--- config.mk ---
export PLATFORM = sky130hd
export DESIGN_NAME = standalone_mode_sequencer
export DESIGN_NICKNAME = d
export VERILOG_FILES = /design/src/shared/standalone_pkg.sv /design/src/logic/standalone_mode_sequencer.sv
export SDC_FILE = /design/constraint.sdc
export NUM_CORES = 1
export LEC_CHECK = 0
export CORE_MARGIN = 8
export CORE_UTILIZATION = 35
export DETAILED_ROUTE_END_ITERATION = 10
export DONT_BUFFER_PORTS = 1
export HOLD_SLACK_MARGIN = 0.1
export MAX_ROUTING_LAYER = met4
export PLACE_DENSITY_LB_ADDON = 0.3
export SYNTH_ARGS = -nofsm -noshare
export SYNTH_HDL_FRONTEND = slang
export SYNTH_SLANG_ARGS = --single-unit
--- constraint.sdc ---
create_clock -name ref_clk -period 7.6 [get_ports ref_clk]
set_input_delay 1.14 -clock ref_clk [delete_from_list [all_inputs] [get_ports ref_clk]]
set_output_delay 1.14 -clock ref_clk [all_outputs]
set_load 0.02 [all_outputs]
--- src/shared/standalone_pkg.sv ---
package standalone_pkg;

  localparam int unsigned CLK_HZ         = 100_000_000;
  localparam int unsigned SWITCH_ON_S    = 10;
  localparam int unsigned ARM_DELAY_MS   = 8;
  localparam int unsigned OFF_SUPPLY_S   = 30;
  localparam int unsigned TICK_DIV       = CLK_HZ / 1000;
  localparam int unsigned SWITCH_ON_MS   = SWITCH_ON_S * 1000;
  localparam int unsigned OP_PRESET_MIN  = 30;
  localparam int unsigned OP_PRESET_AUTO = 60;
  localparam int unsigned PRESET_MAX     = 9999;
  localparam int unsigned SB_PRESET_MIN  = 30;
  localparam logic [13:0] OP_PRESET_RST  = 14'h003C;
  localparam logic [13:0] SB_PRESET_RST  = 14'h1C20;

  typedef enum logic [2:0] {
    ST_SLEEP   = 3'b000,
    ST_WARMUP  = 3'b001,
    ST_STANDBY = 3'b010,
    ST_ARMING  = 3'b011,
    ST_OPER    = 3'b100,
    ST_SAFE    = 3'b101
  } seq_state_t;

  typedef enum logic [1:0] {
    CMD_NONE  = 2'b00,
    CMD_STOP  = 2'b01,
    CMD_OFF   = 2'b10,
    CMD_OTHER = 2'b11
  } host_cmd_t;

endpackage

--- src/logic/standalone_mode_sequencer.sv ---
`timescale 1ns/1ns
`default_nettype none

// Notes on behaviour
// - Sleep to standby after 10 s, variant start
// - Powerup variant: first standby trigger arms, 8 ms
// - Trigger variant: second trigger arms after 8 ms
// - Arming trigger fires no laser shot
// - Operation: one shot per trigger, HV on
// - Operation idle lapse returns to standby
// - Trigger variant: standby idle lapse sleeps
// - Outputs fixed per state
// - Safety key open forces sleep from warm-up, standby, arming and operation
// - Only stop and off commands accepted
// - After shutdown command, safe until reset
// - Report state and stand-alone flag
// - Operation idle preset 30..60 s, host 9999
// - Standby idle preset 30..9999 s, standby only
module standalone_mode_sequencer
  import standalone_pkg::*;
#(
  parameter int unsigned TICK_CYCLES = TICK_DIV
)
(
  input  wire logic        ref_clk,
  input  wire logic        rstn,
  input  wire logic        trigger_standby_variant,
  input  wire logic        trigger_pulse,
  input  wire logic        safety_key_closed,
  input  wire logic        host_preset_mode,
  input  wire logic [13:0] op_preset_s,
  input  wire logic [13:0] sb_preset_s,
  input  wire logic        cmd_valid,
  input  wire logic [1:0]  cmd_code,
  output logic             cmd_accept,
  output logic             cmd_reject,
  output logic             ventilation_on,
  output logic             preionisation_on,
  output logic             hv_on,
  output logic             laser_fire,
  output logic [2:0]       state_code,
  output logic             standalone_active,
  output logic             safe_state
);

  seq_state_t  st_q, st_d;
  logic [16:0] div_q, div_d;
  logic        ms_tick;
  logic [13:0] ms_q, ms_d;
  logic [9:0]  sub_q, sub_d;
  logic [13:0] sec_q, sec_d;
  logic        fire_q, fire_d;
  logic        stop_cmd, off_cmd;
  logic [13:0] op_limit, sb_limit;
  logic        quiet;

  function automatic logic [13:0] clamp_preset(
    input logic [13:0] v, input logic [13:0] lo, input logic [13:0] hi);
    if (v < lo) clamp_preset = lo;
    else if (v > hi) clamp_preset = hi;
    else clamp_preset = v;
  endfunction

  // Operation preset is held to 30..60 s unless host_preset_mode (then 30..9999 s); standby preset to 30..9999 s
  always_comb begin
    op_limit = clamp_preset(op_preset_s, 14'(OP_PRESET_MIN),
      host_preset_mode ? 14'(PRESET_MAX) : 14'(OP_PRESET_AUTO));
    sb_limit = clamp_preset(sb_preset_s, 14'(SB_PRESET_MIN),
      14'(PRESET_MAX));
  end

  assign ms_tick = (div_q == 17'(TICK_CYCLES - 1));

  // Host commands are combinational handshake answers
  always_comb begin
    stop_cmd   = cmd_valid && (cmd_code == CMD_STOP);
    off_cmd    = cmd_valid && (cmd_code == CMD_OFF);
    cmd_accept = stop_cmd || off_cmd;
    cmd_reject = cmd_valid && !cmd_accept;
  end

  always_comb begin
    st_d   = st_q;
    div_d  = ms_tick ? 17'h00000 : div_q + 17'h00001;
    ms_d   = ms_q;
    sub_d  = sub_q;
    sec_d  = sec_q;
    fire_d = 1'b0;
    if (ms_tick) begin
      if (sub_q == 10'h3E7) begin
        sub_d = 10'h000;
        sec_d = sec_q + 14'h0001;
      end else begin
        sub_d = sub_q + 10'h001;
      end
      ms_d = ms_q + 14'h0001;
    end
    case (st_q)
      ST_SLEEP: begin
        if ((!trigger_standby_variant && safety_key_closed) ||
            trigger_pulse) begin
          st_d = ST_WARMUP;
          ms_d = 14'h0000;
        end
      end
      ST_WARMUP: begin
        if (ms_tick && ms_q == 14'(SWITCH_ON_MS - 1)) begin
          st_d  = ST_STANDBY;
          sub_d = 10'h000;
          sec_d = 14'h0000;
        end
      end
      ST_STANDBY: begin
        // In the trigger variant the warm-up trigger was the first and this one is the second; in the powerup variant this is the first
        if (trigger_pulse) begin
          st_d = ST_ARMING;
          ms_d = 14'h0000;
        end else if (trigger_standby_variant && sec_q >= sb_limit) begin
          st_d = ST_SLEEP;
        end
      end
      ST_ARMING: begin
        // Triggers during the 8 ms arm delay are dropped
        if (ms_tick && ms_q == 14'(ARM_DELAY_MS - 1)) begin
          st_d  = ST_OPER;
          sub_d = 10'h000;
          sec_d = 14'h0000;
        end
      end
      ST_OPER: begin
        if (trigger_pulse) begin
          fire_d = 1'b1;
          sub_d  = 10'h000;
          sec_d  = 14'h0000;
        end else if (sec_q >= op_limit) begin
          st_d  = ST_STANDBY;
          sub_d = 10'h000;
          sec_d = 14'h0000;
        end
      end
      ST_SAFE: st_d = ST_SAFE;
      default: st_d = ST_SLEEP;
    endcase
    if (st_q != ST_SAFE && !safety_key_closed &&
        st_q != ST_SLEEP) begin
      st_d   = ST_SLEEP;
      fire_d = 1'b0;
    end
    if (stop_cmd || off_cmd) begin
      st_d   = ST_SAFE;
      fire_d = 1'b0;
    end
  end

  always_ff @(posedge ref_clk) begin
    if (!rstn) begin
      st_q   <= ST_SLEEP;
      div_q  <= 17'h00000;
      ms_q   <= 14'h0000;
      sub_q  <= 10'h000;
      sec_q  <= 14'h0000;
      fire_q <= 1'b0;
    end else begin
      st_q   <= st_d;
      div_q  <= div_d;
      ms_q   <= ms_d;
      sub_q  <= sub_d;
      sec_q  <= sec_d;
      fire_q <= fire_d;
    end
  end

  // Safe state keeps everything off until power-on reset
  always_comb begin
    ventilation_on   = st_q inside {ST_STANDBY, ST_ARMING, ST_OPER};
    preionisation_on = ventilation_on;
    hv_on            = (st_q == ST_OPER);
    laser_fire       = fire_q;
    state_code       = st_q;
    standalone_active = 1'b1;
    safe_state       = (st_q == ST_SAFE);
  end

  // Commands override every normal step, an open key every one but a trigger start from sleep
  assign quiet = safety_key_closed && !cmd_valid;
endmodule

`default_nettype wire

==> summary.txt, run 1 <==
GRT
  – Vias in the first global route: 3,263
  – First-pass GRT wire length: 15.23 mm
  – Largest net degree at the start of global routing: 17
  – Grt total ovfl: 0
  – Antenna violations before repair: 0
  – GRT Util Overall: 12.99%

Floorplan
  – Num ports: 48
  – Die height: 121.4 µm
  – Rows: 38
  – DIE WIDTH: 121.4 µm
  – Initial Util: 35.90%
  – Die ar.: 0.01475 mm²
  – Core Box Area: 0.01084 mm²

Route
  – Drt pass-1 iters: 6
  – Post-route ant nets: 0
  – Final WL: 8.982 mm
  – Via count: 3,398
  – # DRC: 0
  – Per-cell routed wire length: 13.97 µm
  – DRT iter0 DRCs: 266
  – Via density: 5.285

Pwr
  – Sequential share of power: 44.1%
  – Clk pwr share: 36.5%
  – Switch Pwr: 0.0002468 W
  – Pint: 0.0005307 W
  – Pwr dens: 183.7 mW/mm²
  – Gate power share: 19.5%
  – Sw frac: 31.74%
  – P_leak: 1.678 nW
  – Peak VDD IR: 0.0001189 V

Place
  – Dpl hpwl: 7.003 mm
  – Dpl cells: 627
  – GP Congestion: 0.8587
  – IO buf count: 0

Timing
  – RSZ-0062 raised after global routing: no
  – Fin crit period: 4.436 ns
  – Final setup violation count: 0
  – Setup TNS Final: 0 ns
  – Max_slew headroom: 59.21%
  – Worst-Margin Slew: 0.6039 ns
  – Worst Skew: 0.01011 ns
  – Fmax: 225.4 MHz
  – Final worst path period share: 58.37%
  – Max Slew Vio Count: 0
  – Final Hold Fails: 0

Finish
  – Fillers: 1,129
  – Layout Nets: 575
  – ANT cells: 0
  – Fraction of layout cells with a size suffix above 1: 5.765%
  – Area growth syn-to-layout: 8.746%
  – Multi-input gate area: 0.002587 mm²
  – FF/Latch Area: 0.001181 mm²
  – Post-Layout Cell Count: 643

Setup path
  – CP required: 7.86 ns
  – CP Cell Sequence: ha_1, a2111oi_0, a21oi_1, o21a_1, o32ai_1, buf_4, mux2i_1, or2_2, ha_1, nand4_1, o21ai_0, a21oi_1, or3_1, or3_1, a31oi_1
  – Crit start category: primary input
  – FF-to-FF Start: div_q[9]
  – CP max-delay cell: or3_1
  – Arr. time, crit path: 4.70 ns
  – Crit path max fanout: 14
  – CP endpoint kind: register
  – Largest stage delay, worst path: 0.48 ns
  – Worst Setup Path Type: in2reg
  – WP buf/inv: 1
  – Crit path max-delay family: compound AO/OA/AOI/OAI gates
  – Critical path launch point: host_preset_mode

CTS
  – Worst skew pair latency: 0.34 ns
  – CTS Buf Count: 9
  – CTS clk-pin slew, worst paths: 0.07 ns
  – CTS root buf: clkbuf_8
  – CTS Sinks: 59
  – H-tree levels: 3
  – Setup bufs post-CTS: 0
  – CTS tree: yes
  – Cts hold-fix bufs: 0
  – Max Root-Sink Buffers: 2
  – # resized after CTS: 0

Min path
  – Hold Path Class: reg2reg
  – Hold_sp: div_q[0]

Logic synthesis
  – Post-synth EDFFs: 0
  – Async SR Flop Fraction: 0%
  – Synthesized area: 0.003891 mm²
  – Synth cell types: 52
  – Top cells by area, synth: dfxtp_1, ha_1, nor2_1
  – YS warnings: 0
  – Flops & latches, synth: 59
  – Synth Instances: 495
  – Synthesized Nets: 572
  – Count leader, synth: nor2_1
  – Synth top area share: 30.35%
  – Register area share after synthesis: 30.35%
  – Avg Cell Area, Syn: 7.861 µm²
  – Leading area contributor after synthesis: dfxtp_1
  – Post-synth top flop: dfxtp_1
  – Post-synth top cells: nor2_1, nand2_1, dfxtp_1

Run
  – Max_cap viols: 0

Run status
  – Status: complete, no violations
-- cell type report --
| type | instances | share of cell area, % |
|---|---|---|
| Timing Repair Buffer | 3 | 0.5322 |
| Sequential cell | 59 | 27.91 |
| Clock buffer | 11 | 3.341 |
| Clock inverter | 5 | 1.242 |
| Tap cell | 140 | 4.140 |
| Multi-Input combinational cell | 406 | 61.15 |
| Inverter | 19 | 1.685 |
-- final timing paths --
path / slack [ns] / cells past startpoint / end
max: 3.16 / 15 / state_code[1]
min: 0.47 / 1 / div_q[0]
max reg2reg: 4.87 / 6 / sec_q[7]
min reg2reg: 0.47 / 1 / div_q[0]
-- worst reg2reg max path, delay by kind of cell (launching register included) --
| family | cells | cell delay (ns) |
|---|---|---|
| DFF | 1 | 0.39 |
| and+or+nand+nor | 5 | 2.13 |
| AOI/OAI and AO/OA | 1 | 0.14 |
-- power groups by stage --
stage / Clock, W / Sequential, W / Combinational, W
2_1_floorplan: 0 / 0.000340 / 0.000132
3_3_place_gp: 0 / 0.000350 / 0.000149
3_5_place_dp: 0 / 0.000350 / 0.000152
4_1_cts: 0.000292 / 0.000343 / 0.000152
5_1_grt: 0.000307 / 0.000344 / 0.000173
6_report: 0.000283 / 0.000343 / 0.000151
-- registers in the layout, summed over array words and instances, names as in the netlist --
register / cells
div_q: 17
ms_q: 14
sec_q: 14
sub_q: 10
state_code: 3
laser_fire: 1
-- stage by stage --
stage                     util (%)  power (W)  cell area [µm²]  worst slack (ns)  hold slack (ns)
after detailed placement     37.25  0.0005021             4038             2.831           0.4593
after floorplan                  -  0.0004717             3891             2.968           0.4263
final                        39.04  0.0007775             4232             3.164           0.4687
after CTS                    39.04  0.0007876             4232             3.199           0.4755
after global placement       37.25  0.0004988             4038             2.905           0.4453
after global routing         39.04  0.0008237             4232             2.799           0.4889
-- cell usage in the layout (no fill, tap or decap), types with 4 or more instances in the layout --
cell type,n
nand2_1,60
inv_1,19
nor4_1,4
o21a_1,4
and3_1,12
ha_1,40
nand3_1,25
clkbuf_8,10
xnor2_1,13
nor2_1,74
dfxtp_1,59
o21ai_0,17
a21o_1,4
nor3_1,13
or3_1,13
xor2_1,29
a21oi_1,29
nand4_1,16
-- per-layer routing --
| metal | global-route usage (%) | wire length, µm |
|---|---|---|
| met5 | - | 0 |
| met4 | 4.241 | 113 |
| met3 | 3.816 | 663 |
| met2 | 20.23 | 4051 |
| met1 | 15.74 | 4154 |
-- cell families after synthesis --
group	after synthesis	share of synthesized area (%)
xor+xnor	42	9.453
other cells	1	0.09637
buf+inv	30	3.151
fa+ha+maj	40	12.86
compound gates	78	12.96
flops	59	30.35
simple gates	243	30.61
mux	2	0.5145
Note: power is estimated with default switching activity, not from simulation.
==> run 2: changes to the inputs <==
clock period = 4 ns   (was 7.6 ns; I/O delays follow)
==> summary.txt, run 2 (synthesis results as in run 1) <==
Run
  – Max_cap viols: 0 (unchanged)

Floorplan
  – Die height: 121.4 µm (unchanged)
  – Num ports: 48 (unchanged)
  – Core Box Area: 0.01084 mm² (unchanged)
  – DIE WIDTH: 121.4 µm (unchanged)
  – Die ar.: 0.01475 mm² (unchanged)
  – Initial Util: 35.90% (unchanged)
  – Rows: 38 (unchanged)

Place
  – Placed instance area: 0.004068 mm² (was 0.004038 mm²)
  – GP Congestion: 0.8188 (was 0.8587)
  – Dpl ws: -0.2123 ns (was 2.831 ns)
  – Dpl cells: 630 (was 627)
  – Dpl hpwl: 6.976 mm (was 7.003 mm)
  – IO buf count: 0 (unchanged)

Timing
  – Worst Skew: 0.01659 ns (was 0.01011 ns)
  – Worst-Margin Slew: 0.6003 ns (was 0.6039 ns)
  – Hold WS: 0.3995 ns (was 0.4687 ns)
  – Final Hold Fails: 0 (unchanged)
  – Fin crit period: 3.745 ns
  – Max_slew headroom: 59.93% (was 59.21%)
  – RSZ-0062 raised after global routing: no (unchanged)
  – Max Slew Vio Count: 0 (unchanged)
  – Final Worst Setup Slack: 0.2546 ns (was 3.164 ns)
  – Final worst path period share: 93.63%
  – Final setup violation count: 0 (unchanged)
  – Fmax: 267.0 MHz

Route
  – # DRC: 0 (unchanged)
  – Via count: 3,384 (was 3,398)
  – Post-route ant nets: 0 (unchanged)
  – Final WL: 8.928 mm (was 8.982 mm)
  – Drt pass-1 iters: 4 (was 6)
  – Via density: 5.238 (was 5.285)
  – Per-cell routed wire length: 13.82 µm (was 13.97 µm)
  – DRT iter0 DRCs: 215 (was 266)

Min path
  – Hold Path Class: in2reg (was reg2reg)
  – Hold_sp: rstn (was div_q[0])

Pwr
  – Sw frac: 34.27% (was 31.74%)
  – Switch Pwr: 0.0004879 W (was 0.0002468 W)
  – Gate power share: 20.7% (was 19.5%)
  – Sequential share of power: 45.8% (was 44.1%)
  – P_leak: 1.674 nW (was 1.678 nW)
  – Pwr dens: 334.9 mW/mm² (was 183.7 mW/mm²)
  – Peak VDD IR: 0.0001951 V (was 0.0001189 V)
  – Clk pwr share: 33.6% (was 36.5%)
  – Pint: 0.0009356 W (was 0.0005307 W)

Setup path
  – Worst Setup Path Type: in2reg (unchanged)
  – CP required: 4.27 ns (was 7.86 ns)
  – Critical path launch point: host_preset_mode (unchanged)
  – Arr. time, crit path: 4.01 ns (was 4.70 ns)
  – CP endpoint kind: register (unchanged)
  – Crit start category: primary input (unchanged)
  – Reg-to-reg slack, setup: 1.27 ns (was 4.87 ns)
  – FF-to-FF Start: div_q[0] (was div_q[9])
  – FF-to-FF End: sec_q[5] (was sec_q[7])
  – Crit path max fanout: 7 (was 14)
  – Worst r2r path cells: 7 (was 6)
  – Setup crit end: state_code[1] (unchanged)

Finish
  – Final Cell Area: 0.004250 mm² (was 0.004232 mm²)
  – Biggest register: div_q (unchanged)
  – Post-Layout Cell Count: 646 (was 643)
  – Fraction of layout cells with a size suffix above 1: 6.917% (was 5.765%)
  – Largest regs: div_q: 17 flops, ms_q: 14 flops, sec_q: 14 flops (unchanged)
  – Max reg flops: 17 (unchanged)
  – Commonest non-fill, non-tap cell in the layout: nor2_1 (unchanged)
  – Layout Nets: 578 (was 575)
  – Most frequent cells in the layout: nor2_1, nand2_1, dfxtp_1, ha_1 (unchanged)
  – Area growth syn-to-layout: 9.228% (was 8.746%)
  – ANT cells: 0 (unchanged)

GRT
  – Largest net degree at the start of global routing: 17 (unchanged)
  – GRT Util Overall: 12.58% (was 12.99%)
  – Grt total ovfl: 0 (unchanged)
  – First-pass GRT wire length: 14.82 mm (was 15.23 mm)
  – Vias in the first global route: 3,132 (was 3,263)
  – Antenna violations before repair: 0 (unchanged)

CTS
  – Setup bufs post-CTS: 0 (unchanged)
  – CTS Buf Count: 9 (unchanged)
  – CTS Sinks: 59 (unchanged)
  – CTS clk-pin slew, worst paths: 0.07 ns (about the same)
  – H-tree levels: 3 (unchanged)
  – Cts hold-fix bufs: 0 (unchanged)
  – CTS root buf: clkbuf_8 (unchanged)
  – Worst skew pair latency: 0.34 ns (about the same)
  – Max Root-Sink Buffers: 2 (unchanged)
  – CTS tree: yes (unchanged)
  – # resized after CTS: 0 (unchanged)

Run status
  – Status: complete, no violations (unchanged)
[run 2: cell types whose count changed in the layout (fill, tap and decap cells not counted), sizes merged]
cell      delta
buf          +3
bufinv       -1
clkbuf       -2
clkinv       -1
clkinvlp     +3
inv          +1
[run 2: worst min-delay path by stage]
stage	end	slack (ns)	depth (start not counted)
global placement	div_q[0]	0.45	1
floorplan	div_q[0]	0.43	1
CTS	div_q[1]	0.38	1
detailed placement	div_q[0]	0.46	1
global route	state_code[2]	0.38	1
finish	state_code[2]	0.40	1
[run 2: worst max-delay path, stage by stage]
cell and delay [ns]:
inv_1 0.16, ha_1 0.28, nor2b_1 0.13, o21bai_1 0.11, a21oi_1 0.08, o21a_1 0.20
o32ai_2 0.20, buf_4 0.21, nand2_1 0.05, a21o_1 0.17, ha_1 0.28, nand2_1 0.07
o21a_1 0.17, o2111ai_1 0.23, a21oi_1 0.08, or3_1 0.49, or3_1 0.33, a31oi_1 0.15
[run 2: routing by layer]
layer  share of wire [%]  track usage, %
met2                  44           19.03
met4                 1.3           4.009
met5                   0               -
met1                  48           15.61
met3                 5.9           3.909
[run 2: final cells by class]
class                      instances  area [µm²]
clock buffer                       9       123.9
clock inverter                     7       52.55
fill                            1071        6590
inverter                          19       71.32
multi-input combinational        406        2601
sequential                        59        1181
tap                              140       175.2
timing repair buffer               6       45.04
[run 2: power groups by stage]
stage,sequential (W),clock [W],combinational [W]
5_1_grt,0.000653,0.000531,0.000332
3_5_place_dp,0.000665,0,0.000295
4_1_cts,0.000652,0.000500,0.000296
2_1_floorplan,0.000646,0,0.000253
3_3_place_gp,0.000666,0,0.000290
6_report,0.000651,0.000478,0.000294
[run 2: stage by stage]
step,power (W),TNS (ns),utilization [%]
after floorplan,0.0008983,0,-
after global placement,0.0009557,-0.1444,37.52
after detailed placement,0.0009603,-0.9168,37.52
after CTS,0.001448,0,39.15
after global routing,0.001516,0,39.21
final,0.001423,0,39.21
